`config.mk`:
```
export PLATFORM = sky130hd
export DESIGN_NAME = ies_ctrl
export DESIGN_NICKNAME = d
export VERILOG_FILES = /design/src/design/ies_pkg.sv /design/src/design/ies_ctrl.sv
export VERILOG_INCLUDE_DIRS = /design/src /design/src/design
export SDC_FILE = /design/constraint.sdc
export NUM_CORES = 1
export LEC_CHECK = 0
export ABC_AREA = 1
export BUFFER_PORTS_ARGS = -buffer_cell sky130_fd_sc_hd__buf_4
export CORE_MARGIN = 2
export CORE_UTILIZATION = 52
export CTS_CLUSTER_SIZE = 28
export DETAILED_ROUTE_END_ITERATION = 7
export PLACE_DENSITY = 0.81
export SLEW_MARGIN = 25
export SYNTH_ARGS = -nofsm -noshare
export SYNTH_HDL_FRONTEND = slang
export SYNTH_SLANG_ARGS = --single-unit
export TNS_END_PERCENT = 5
```
`constraint.sdc`:
```
create_clock -name i_clk -period 2.4 [get_ports i_clk]
set_clock_uncertainty 0.2 [all_clocks]
set_input_delay 0.12 -clock i_clk [delete_from_list [all_inputs] [get_ports i_clk]]
set_output_delay 0.12 -clock i_clk [all_outputs]
set_load 0.03 [all_outputs]
```
`src/design/ies_consts.svh`:
```
/*
  Register offsets, field positions, reset values and sizes of the
  I2C enable, status and FIFO level block.
  Assumes inclusion by bare name from the block's design file.
*/
`ifndef IES_CONSTS_SVH
`define IES_CONSTS_SVH

// APB byte addresses
`define IES_OFS_INT_MASK    16'h3820
`define IES_OFS_INT_RAW     16'h3834
`define IES_OFS_INT_CLR_ALL 16'h3840
`define IES_OFS_ABORT_CLR   16'h3854
`define IES_OFS_BUSY_CLR    16'h385c
`define IES_OFS_ENABLE      16'h386c
`define IES_OFS_STATUS      16'h3870
`define IES_OFS_TX_LEVEL    16'h3874
`define IES_OFS_RX_LEVEL    16'h3878
`define IES_OFS_ABORT_SRC   16'h3880

// Field positions
`define IES_EN_BIT          0
`define IES_ST_BUSY         0
`define IES_ST_TX_NFULL     1
`define IES_ST_TX_EMPTY     2
`define IES_ST_RX_NEMPTY    3
`define IES_ST_RX_FULL      4
`define IES_INT_ABORT       6
`define IES_INT_BUSY        8
`define IES_CLR_BIT         0
`define IES_SRC_ADDR7_NACK  0

// Reset values and sizes
`define IES_ENABLE_RST      16'h0000
`define IES_MASK_RST        16'h0000
`define IES_RAW_RST         16'h0000
`define IES_SRC_RST         16'h0000
`define IES_LEVEL_RST       4'h0
`define IES_FIFO_DEPTH      4'h8
`define IES_ONE             4'h1

`endif

```
`src/design/ies_pkg.sv`:
```
/*
  Types shared by the I2C enable, status and FIFO level block.
  Assumes nothing of its surroundings.
*/
package ies_pkg;
  typedef logic [15:0] ies_reg_t;
  typedef logic [3:0]  ies_lvl_t;
  typedef logic [15:0] ies_addr_t;
endpackage

```
`src/design/ies_ctrl.sv`:
```
/*
  Control and status part of an I2C controller: module enable, live
  status flags, transmit and receive FIFO level counters, abort cause
  register and a small interrupt group, all behind an APB slave.
  Assumes the protocol engine and FIFO data paths run on the same
  clock and report pushes, pops, busy and aborts as single-cycle
  pulses or levels; no synchronisers are therefore needed.
*/
`timescale 1ns/1ps
`include "ies_consts.svh"

// Operation
// RL1: Enable bit 0 set means module enabled, clear means disabled.
// RL2: Software must not clear enable while busy reads one.
// RL3: Disabling the module empties both transmit and receive FIFOs.
// RL4: Software shutdown: arm busy interrupt, last command, wait idle.
// RL5: Status bit 4 reads one only while the receive FIFO is full.
// RL6: Status bit 3 reads one while the receive FIFO holds data.
// RL7: Status bit 2 reads one when transmit FIFO empty; no interrupt.
// RL8: Status bit 1 reads one while the transmit FIFO has room.
// RL9: Status bit 0 shows live busy state and ignores writes.
// RL10: Transmit level counts up on push, down on pop.
// RL11: Transmit level zeroed on disable, transmit abort, bulk abort.
// RL12: Receive level counts up on store, down on read out.
// RL13: Receive level zeroed on disable or transmit abort.
// RL14: Abort source register records each abort cause as a bit.
// RL15: Abort source cleared by host read or general clear write.
// RL16: Reading busy clear register clears busy raw and masked status.
// RL17: Unacknowledged 7-bit address abort sets abort source bit 0.
// RL18: After reset module disabled, FIFOs empty, levels zero.
module ies_ctrl (
  input  wire logic                 i_clk,        // System clock
  input  wire logic                 i_rst,        // Sync reset, high
  input  wire logic                 psel,         // APB select
  input  wire logic                 penable,      // APB access phase
  input  wire logic                 pwrite,       // APB write
  input  wire ies_pkg::ies_addr_t   paddr,        // APB byte address
  input  wire logic [31:0]          pwdata,       // APB write data
  output logic                      pready,       // APB ready
  output logic [31:0]               prdata,       // APB read data
  output logic                      pslverr,      // APB error
  input  wire logic                 i_busy,       // Engine busy level
  input  wire logic                 i_tx_push,    // Transmit FIFO write
  input  wire logic                 i_tx_pop,     // Transmit FIFO read
  input  wire logic                 i_rx_push,    // Receive FIFO write
  input  wire logic                 i_rx_pop,     // Receive FIFO read
  input  wire logic                 i_abort,      // Transmit abort pulse
  input  wire ies_pkg::ies_reg_t    i_abort_src,  // Abort cause bits
  input  wire logic                 i_bulk_abort, // Slave bulk abort
  output logic                      o_enable,     // Module enabled
  output logic                      o_tx_flush,   // Empty transmit FIFO
  output logic                      o_rx_flush,   // Empty receive FIFO
  output logic                      o_tx_full,    // Transmit FIFO full
  output logic                      o_rx_full,    // Receive FIFO full
  output logic                      o_irq         // Interrupt level
);

  ies_pkg::ies_reg_t  enable_r;
  ies_pkg::ies_reg_t  mask_r;
  ies_pkg::ies_reg_t  raw_r;
  ies_pkg::ies_reg_t  raw_nxt;
  ies_pkg::ies_reg_t  src_r;
  ies_pkg::ies_reg_t  src_nxt;
  ies_pkg::ies_reg_t  status;
  ies_pkg::ies_reg_t  rdata_nxt;
  ies_pkg::ies_lvl_t  tx_lvl_r;
  ies_pkg::ies_lvl_t  rx_lvl_r;
  logic [31:0]        prdata_r;
  logic               err_r;
  logic               busy_d_r;
  logic               hit;
  logic               setup;
  logic               wr_done;
  logic               rd_done;
  logic               tx_full;
  logic               tx_empty;
  logic               rx_full;
  logic               rx_empty;
  logic               tx_inc;
  logic               tx_dec;
  logic               rx_inc;
  logic               rx_dec;
  logic               busy_event;
  logic               en;

  // Register decode strobes; side effects only fire on the access edge
  logic               wr_enable;
  logic               wr_mask;
  logic               wr_raw;
  logic               wr_clr_all;
  logic               rd_abort_clr;
  logic               rd_busy_clr;
  logic               rd_src;
  logic               src_clr;
  ies_pkg::ies_reg_t  evt;
  ies_pkg::ies_reg_t  clr;

  // Zero wait states: data is captured in setup, so access can end at once
  assign pready  = 1'b1;
  assign prdata  = prdata_r;
  assign pslverr = err_r & psel & penable;

  assign setup   = psel & ~penable;
  assign wr_done = psel & penable & pwrite;
  assign rd_done = psel & penable & ~pwrite;

  assign wr_enable    = wr_done & (paddr == `IES_OFS_ENABLE);
  assign wr_mask      = wr_done & (paddr == `IES_OFS_INT_MASK);
  assign wr_raw       = wr_done & (paddr == `IES_OFS_INT_RAW);
  assign wr_clr_all   = wr_done & (paddr == `IES_OFS_INT_CLR_ALL) &
                        pwdata[`IES_CLR_BIT];
  assign rd_abort_clr = rd_done & (paddr == `IES_OFS_ABORT_CLR);
  assign rd_busy_clr  = rd_done & (paddr == `IES_OFS_BUSY_CLR);
  assign rd_src       = rd_done & (paddr == `IES_OFS_ABORT_SRC);

  // RL1: Enable from bit 0
  assign en = enable_r[`IES_EN_BIT];

  // RL3: Flush on disable
  // RL11: Transmit flush causes
  assign o_tx_flush = ~en | i_abort | i_bulk_abort;
  // RL13: Receive flush causes
  assign o_rx_flush = ~en | i_abort;

  assign o_enable  = en;
  assign o_tx_full = tx_full;
  assign o_rx_full = rx_full;

  assign tx_full  = (tx_lvl_r == `IES_FIFO_DEPTH);
  assign tx_empty = (tx_lvl_r == `IES_LEVEL_RST);
  assign rx_full  = (rx_lvl_r == `IES_FIFO_DEPTH);
  assign rx_empty = (rx_lvl_r == `IES_LEVEL_RST);

  // Pushes into a full FIFO and pops from an empty one are ignored
  assign tx_inc = i_tx_push & ~tx_full;
  assign tx_dec = i_tx_pop & ~tx_empty;
  assign rx_inc = i_rx_push & ~rx_full;
  assign rx_dec = i_rx_pop & ~rx_empty;

  // Busy interrupt fires when the interface falls back to idle
  assign busy_event = busy_d_r & ~i_busy;

  // RL5: Receive full flag
  // RL6: Receive not empty flag
  // RL7: Transmit empty flag
  // RL8: Transmit not full flag
  // RL9: Live busy flag
  always_comb begin
    status                    = '0;
    status[`IES_ST_BUSY]      = i_busy;
    status[`IES_ST_TX_NFULL]  = ~tx_full;
    status[`IES_ST_TX_EMPTY]  = tx_empty;
    status[`IES_ST_RX_NEMPTY] = ~rx_empty;
    status[`IES_ST_RX_FULL]   = rx_full;
  end

  always_comb begin
    hit       = 1'b1;
    rdata_nxt = '0;
    case (paddr)
      `IES_OFS_INT_MASK:    rdata_nxt = mask_r;
      `IES_OFS_INT_RAW:     rdata_nxt = raw_r;
      `IES_OFS_INT_CLR_ALL: rdata_nxt = '0;
      `IES_OFS_ABORT_CLR:   rdata_nxt = '0;
      `IES_OFS_BUSY_CLR:    rdata_nxt = '0;
      `IES_OFS_ENABLE:      rdata_nxt = enable_r;
      `IES_OFS_STATUS:      rdata_nxt = status;
      `IES_OFS_TX_LEVEL:    rdata_nxt = {12'h000, tx_lvl_r};
      `IES_OFS_RX_LEVEL:    rdata_nxt = {12'h000, rx_lvl_r};
      `IES_OFS_ABORT_SRC:   rdata_nxt = src_r;
      default:              hit = 1'b0;
    endcase
  end

  always_ff @(posedge i_clk) begin
    if (i_rst) begin
      prdata_r <= 32'h0000_0000;
      err_r    <= 1'b0;
    end else if (setup) begin
      prdata_r <= pwrite ? 32'h0000_0000 : {16'h0000, rdata_nxt};
      err_r    <= ~hit;
    end
  end

  // RL18: Disabled after reset
  always_ff @(posedge i_clk) begin
    if (i_rst) begin
      enable_r <= `IES_ENABLE_RST;
    end else if (wr_enable) begin
      // RL1: Only bit 0 is kept
      enable_r <= {15'h0000, pwdata[`IES_EN_BIT]};
    end
  end

  always_ff @(posedge i_clk) begin
    if (i_rst) begin
      mask_r <= `IES_MASK_RST;
    end else if (wr_mask) begin
      mask_r <= pwdata[15:0];
    end
  end

  always_ff @(posedge i_clk) begin
    if (i_rst) begin
      busy_d_r <= 1'b0;
    end else begin
      busy_d_r <= i_busy;
    end
  end

  // RL10: Transmit level counter
  always_ff @(posedge i_clk) begin
    if (i_rst) begin
      tx_lvl_r <= `IES_LEVEL_RST;
    end else if (o_tx_flush) begin
      // RL11: Flush zeroes level
      tx_lvl_r <= `IES_LEVEL_RST;
    end else if (tx_inc && !tx_dec) begin
      tx_lvl_r <= tx_lvl_r + `IES_ONE;
    end else if (tx_dec && !tx_inc) begin
      tx_lvl_r <= tx_lvl_r - `IES_ONE;
    end
  end

  // RL12: Receive level counter
  always_ff @(posedge i_clk) begin
    if (i_rst) begin
      rx_lvl_r <= `IES_LEVEL_RST;
    end else if (o_rx_flush) begin
      // RL13: Flush zeroes level
      rx_lvl_r <= `IES_LEVEL_RST;
    end else if (rx_inc && !rx_dec) begin
      rx_lvl_r <= rx_lvl_r + `IES_ONE;
    end else if (rx_dec && !rx_inc) begin
      rx_lvl_r <= rx_lvl_r - `IES_ONE;
    end
  end

  // RL7: Only abort and busy raise interrupts
  always_comb begin
    evt                 = '0;
    evt[`IES_INT_ABORT] = i_abort;
    evt[`IES_INT_BUSY]  = busy_event;
  end

  // Raw status clears: write-one, general clear and read-to-clear
  always_comb begin
    clr = '0;
    if (wr_raw) begin
      clr = pwdata[15:0];
    end
    if (wr_clr_all) begin
      clr = '1;
    end
    if (rd_abort_clr) begin
      clr[`IES_INT_ABORT] = 1'b1;
    end
    // RL16: Busy clear on read
    if (rd_busy_clr) begin
      clr[`IES_INT_BUSY] = 1'b1;
    end
  end

  // One sticky bit per event; a set in the clearing cycle wins
  for (genvar b = 0; b < 16; b++) begin : g_raw
    assign raw_nxt[b] = (raw_r[b] & ~clr[b]) | evt[b];
  end

  always_ff @(posedge i_clk) begin
    if (i_rst) begin
      raw_r <= `IES_RAW_RST;
    end else begin
      raw_r <= raw_nxt;
    end
  end

  // Masked status is raw AND mask; the line follows it
  assign o_irq = |(raw_r & mask_r);

  // Abort cause: a new cause in the clearing cycle survives
  // RL15: Clear on read or general clear
  assign src_clr = rd_src | rd_abort_clr | wr_clr_all;

  // RL14: Record causes
  // RL17: Address nack is bit 0
  for (genvar c = 0; c < 16; c++) begin : g_src
    assign src_nxt[c] = (src_r[c] & ~src_clr) | (i_abort & i_abort_src[c]);
  end

  always_ff @(posedge i_clk) begin
    if (i_rst) begin
      src_r <= `IES_SRC_RST;
    end else begin
      src_r <= src_nxt;
    end
  end

endmodule

```
==> reports/results.tsv <==
metric	value	unit
tns	-0.0722	ns
setup_violations	1	
clk_latency	0.35	ns
fin_crit	2.47	ns
dp_slack	-0.00606	ns
layout-drive-gt1-share	21.8	%
antenna_found_initial	0	
grt_pass1_vias	4183	
path_clk_slew	0.08	ns
slew_headroom	64.3	%
cts_buffer_depth	2	
mostFrequentLayoutCells	nand2_1 (155), buf_4 (95), dfxtp_1 (71), a21oi_1 (70), nand3_1 (68)	
topRoutingLayerUsed	met4	
seq_area_frac_synth	37.7	%
tritoncts	yes	
ctsHtreeMaxLevel	3	
grt.overflow.total	0	
numCtsBuffers	9	
n_antenna_cell	0	
syn_area_per_cell	6.91	sq um
vias	4456	
drt-total-wl	12000	microns
p_int	2.01	mW
core_area	7330	sq um
die_h	91.5	microns
tightest_slew	0.536	ns
crit_type	flip-flop to flip-flop	
power_frac_comb	12.2	%
syn2layout_area_growth	36.6	%
worstPathRequired	2.43	ns
die-area	8380	sq um
ant_nets	0	
gr-usage-all-layers	28.2	%
leakage	2.37	nW
syn_inst	576	
finalHoldViolCount	0	
drv_cap	0	
p_seq_share	47.6	%
start_kind	flip-flop	
final_core_util	74.2	%
die_w	91.5	microns
final_common_cell	nand2_1	
cts.sinks	75	
fin_crit_sh	103	%
fill_cells	557	
grt_max_degree	38	
synth_cell_types	32	
grt_pass1_wl	19200	microns
syn-cell-area	3980	sq um
cp.arrival	2.50	ns
via_per_inst	5.49	
dp_hpwl	7610	microns
ys_warn_count	0	
worst_setup_path_end_kind	flip-flop	
io_buffers	82	
wl_met2	5940	microns
fp-row-count	31	
cts-root-buf	clkbuf_8	
drv_slew	0	
violations	negative setup slack	
fin_ws	-0.0722	ns
synth.ff_latch_count	75	
power_switching	0.677	mW
clkPwrFrac	40.2	%
min_path_type	input port to flip-flop	
rsz0062_at_grt	true	
peakVddDrop	0.304	mV
io_pins	116	
cellPowerDensity	494	nW/um^2
place.gp.congestion	0.857	
dr.first_iter.drc_count	336	
status	complete, but fails checks	
clock.fmax	405	MHz
critPathMaxFanout	3	
nNetsFinal	792	
wl_met3	781	microns
dr.pass1.iters	5	
swShare	25.2	%
post_drt_wl_per_cell	14.8	microns
remaining_drc_errors	0	
start_util	54.3	%
wl_met1	4970	microns
-- synthesized netlist by cell type (all sizes together) --
| cell type | n | area [sq um] |
|---|---|---|
| a21oi | 71 | 355 |
| ha | 6 | 75.1 |
| fa | 2 | 40.0 |
| a21o | 1 | 7.51 |
| o211ai | 3 | 22.5 |
| clkbuf | 12 | 45.0 |
| or3 | 1 | 6.26 |
| nand4 | 21 | 131 |
| buf | 32 | 238 |
| and2 | 1 | 8.76 |
| conb | 2 | 7.51 |
| nand2 | 163 | 627 |
| dfxtp | 75 | 1500 |
| xnor2 | 2 | 17.5 |
| inv | 46 | 173 |
| a211oi | 4 | 45.1 |
| a221oi | 4 | 35.0 |
| nor3b | 1 | 7.51 |
| xor2 | 3 | 26.3 |
| nor3 | 2 | 10.0 |
| clkinv | 1 | 5.00 |
| nand3 | 68 | 340 |
| nor2 | 46 | 213 |
| o21ai | 9 | 45.0 |
-- cell type report --
type                            instances  area [sq um]  share of cell area [%]
Clock buffer                            9           124                    2.28
Clock inverter                          6          90.1                    1.66
Inverter                               47           180                    3.31
Multi-Input combinational cell        425          2150                    39.5
Sequential cell                        75          1510                    27.7
Tap cell                               99           124                    2.28
Timing Repair Buffer                  150          1260                    23.2
-- repair_timing --
action,CTS,global route
endpoints found under the setup margin,1,4
cloned,0,0
pin swaps,0,10
hold endpoints to repair,70,0
buffers inserted,0,3
hold buffers,54,0
gates resized for setup,1,25
-- power groups by stage --
stage / combinational (mW) / sequential (mW) / clock [mW]
final: 0.328 / 1.28 / 1.08
after detailed placement: 0.239 / 1.31 / 0
after global placement: 0.234 / 1.31 / 0
after global routing: 0.353 / 1.28 / 1.12
after CTS: 0.310 / 1.28 / 1.07
after floorplan: 0.155 / 1.30 / 0
-- registers in the layout, summed over array words and instances (netlist names) --
| signal | flops |
|---|---|
| mask_r | 16 |
| prdata | 16 |
| raw_r | 16 |
| src_r | 16 |
| rx_lvl_r | 4 |
| tx_lvl_r | 4 |
| busy_d_r | 1 |
| enable_r | 1 |
| err_r | 1 |
-- worst max-delay path: stages, from the launching register on --
cell	delay, ns
dfxtp_2	0.33
inv_2	0.06
nand2_2	0.05
or3_4	0.41
nand2_4	0.10
ha_4	0.16
inv_4	0.05
ha_1	0.31
a21oi_2	0.16
nor2_1	0.06
nor2_1	0.14
nand2_1	0.12
o21ai_2	0.16
a21oi_1	0.05
-- final timing paths --
kind | startpoint | endpoint | slack (ns) | cells past startpoint
worst max-delay path | rx_lvl_r[0]$_SDFFE_PP0P_ | rx_lvl_r[3]$_SDFFE_PP0P_ | -0.07 | 13
worst min-delay path | penable | prdata[14]$_SDFFE_PP0P_ | 0.06 | 5
worst max register to register | rx_lvl_r[0]$_SDFFE_PP0P_ | rx_lvl_r[3]$_SDFFE_PP0P_ | -0.07 | 13
worst min register to register | prdata[2]$_SDFFE_PP0P_ | prdata[2]$_SDFFE_PP0P_ | 0.27 | 2
-- per-stage QoR --
stage,cell area [sq um],cells,hold slack [ns],power [mW]
4_1_cts,5350,808,0.0571,2.66
2_1_floorplan,4050,591,0.00803,1.46
3_5_place_dp,4590,739,0.106,1.55
5_1_grt,5440,811,0.0868,2.75
6_report,5440,811,0.0610,2.69
3_3_place_gp,4590,739,0.103,1.54
-- layer usage --
| layer | global-route usage [%] | vias up |
|---|---|---|
| met2 | 49.3 | 219 |
| met1 | 35.2 | 2086 |
| met3 | 3.82 | 31 |
| met5 | 3.85 | - |
| li1 | - | 2120 |
| met4 | 9.47 | 0 |
-- logic make-up after synthesis --
logic type,Yosys count,synth area share [%]
XOR/XNOR,5,1.10
AO/OA/AOI/OAI,92,12.8
AND/OR/NAND/NOR,303,33.7
flip-flops,75,37.7
buffers and inverters,91,11.6
other,2,0.189
adder cells (fa/ha/maj),8,2.89
No activity file was read; power rests on OpenSTA's default activity.
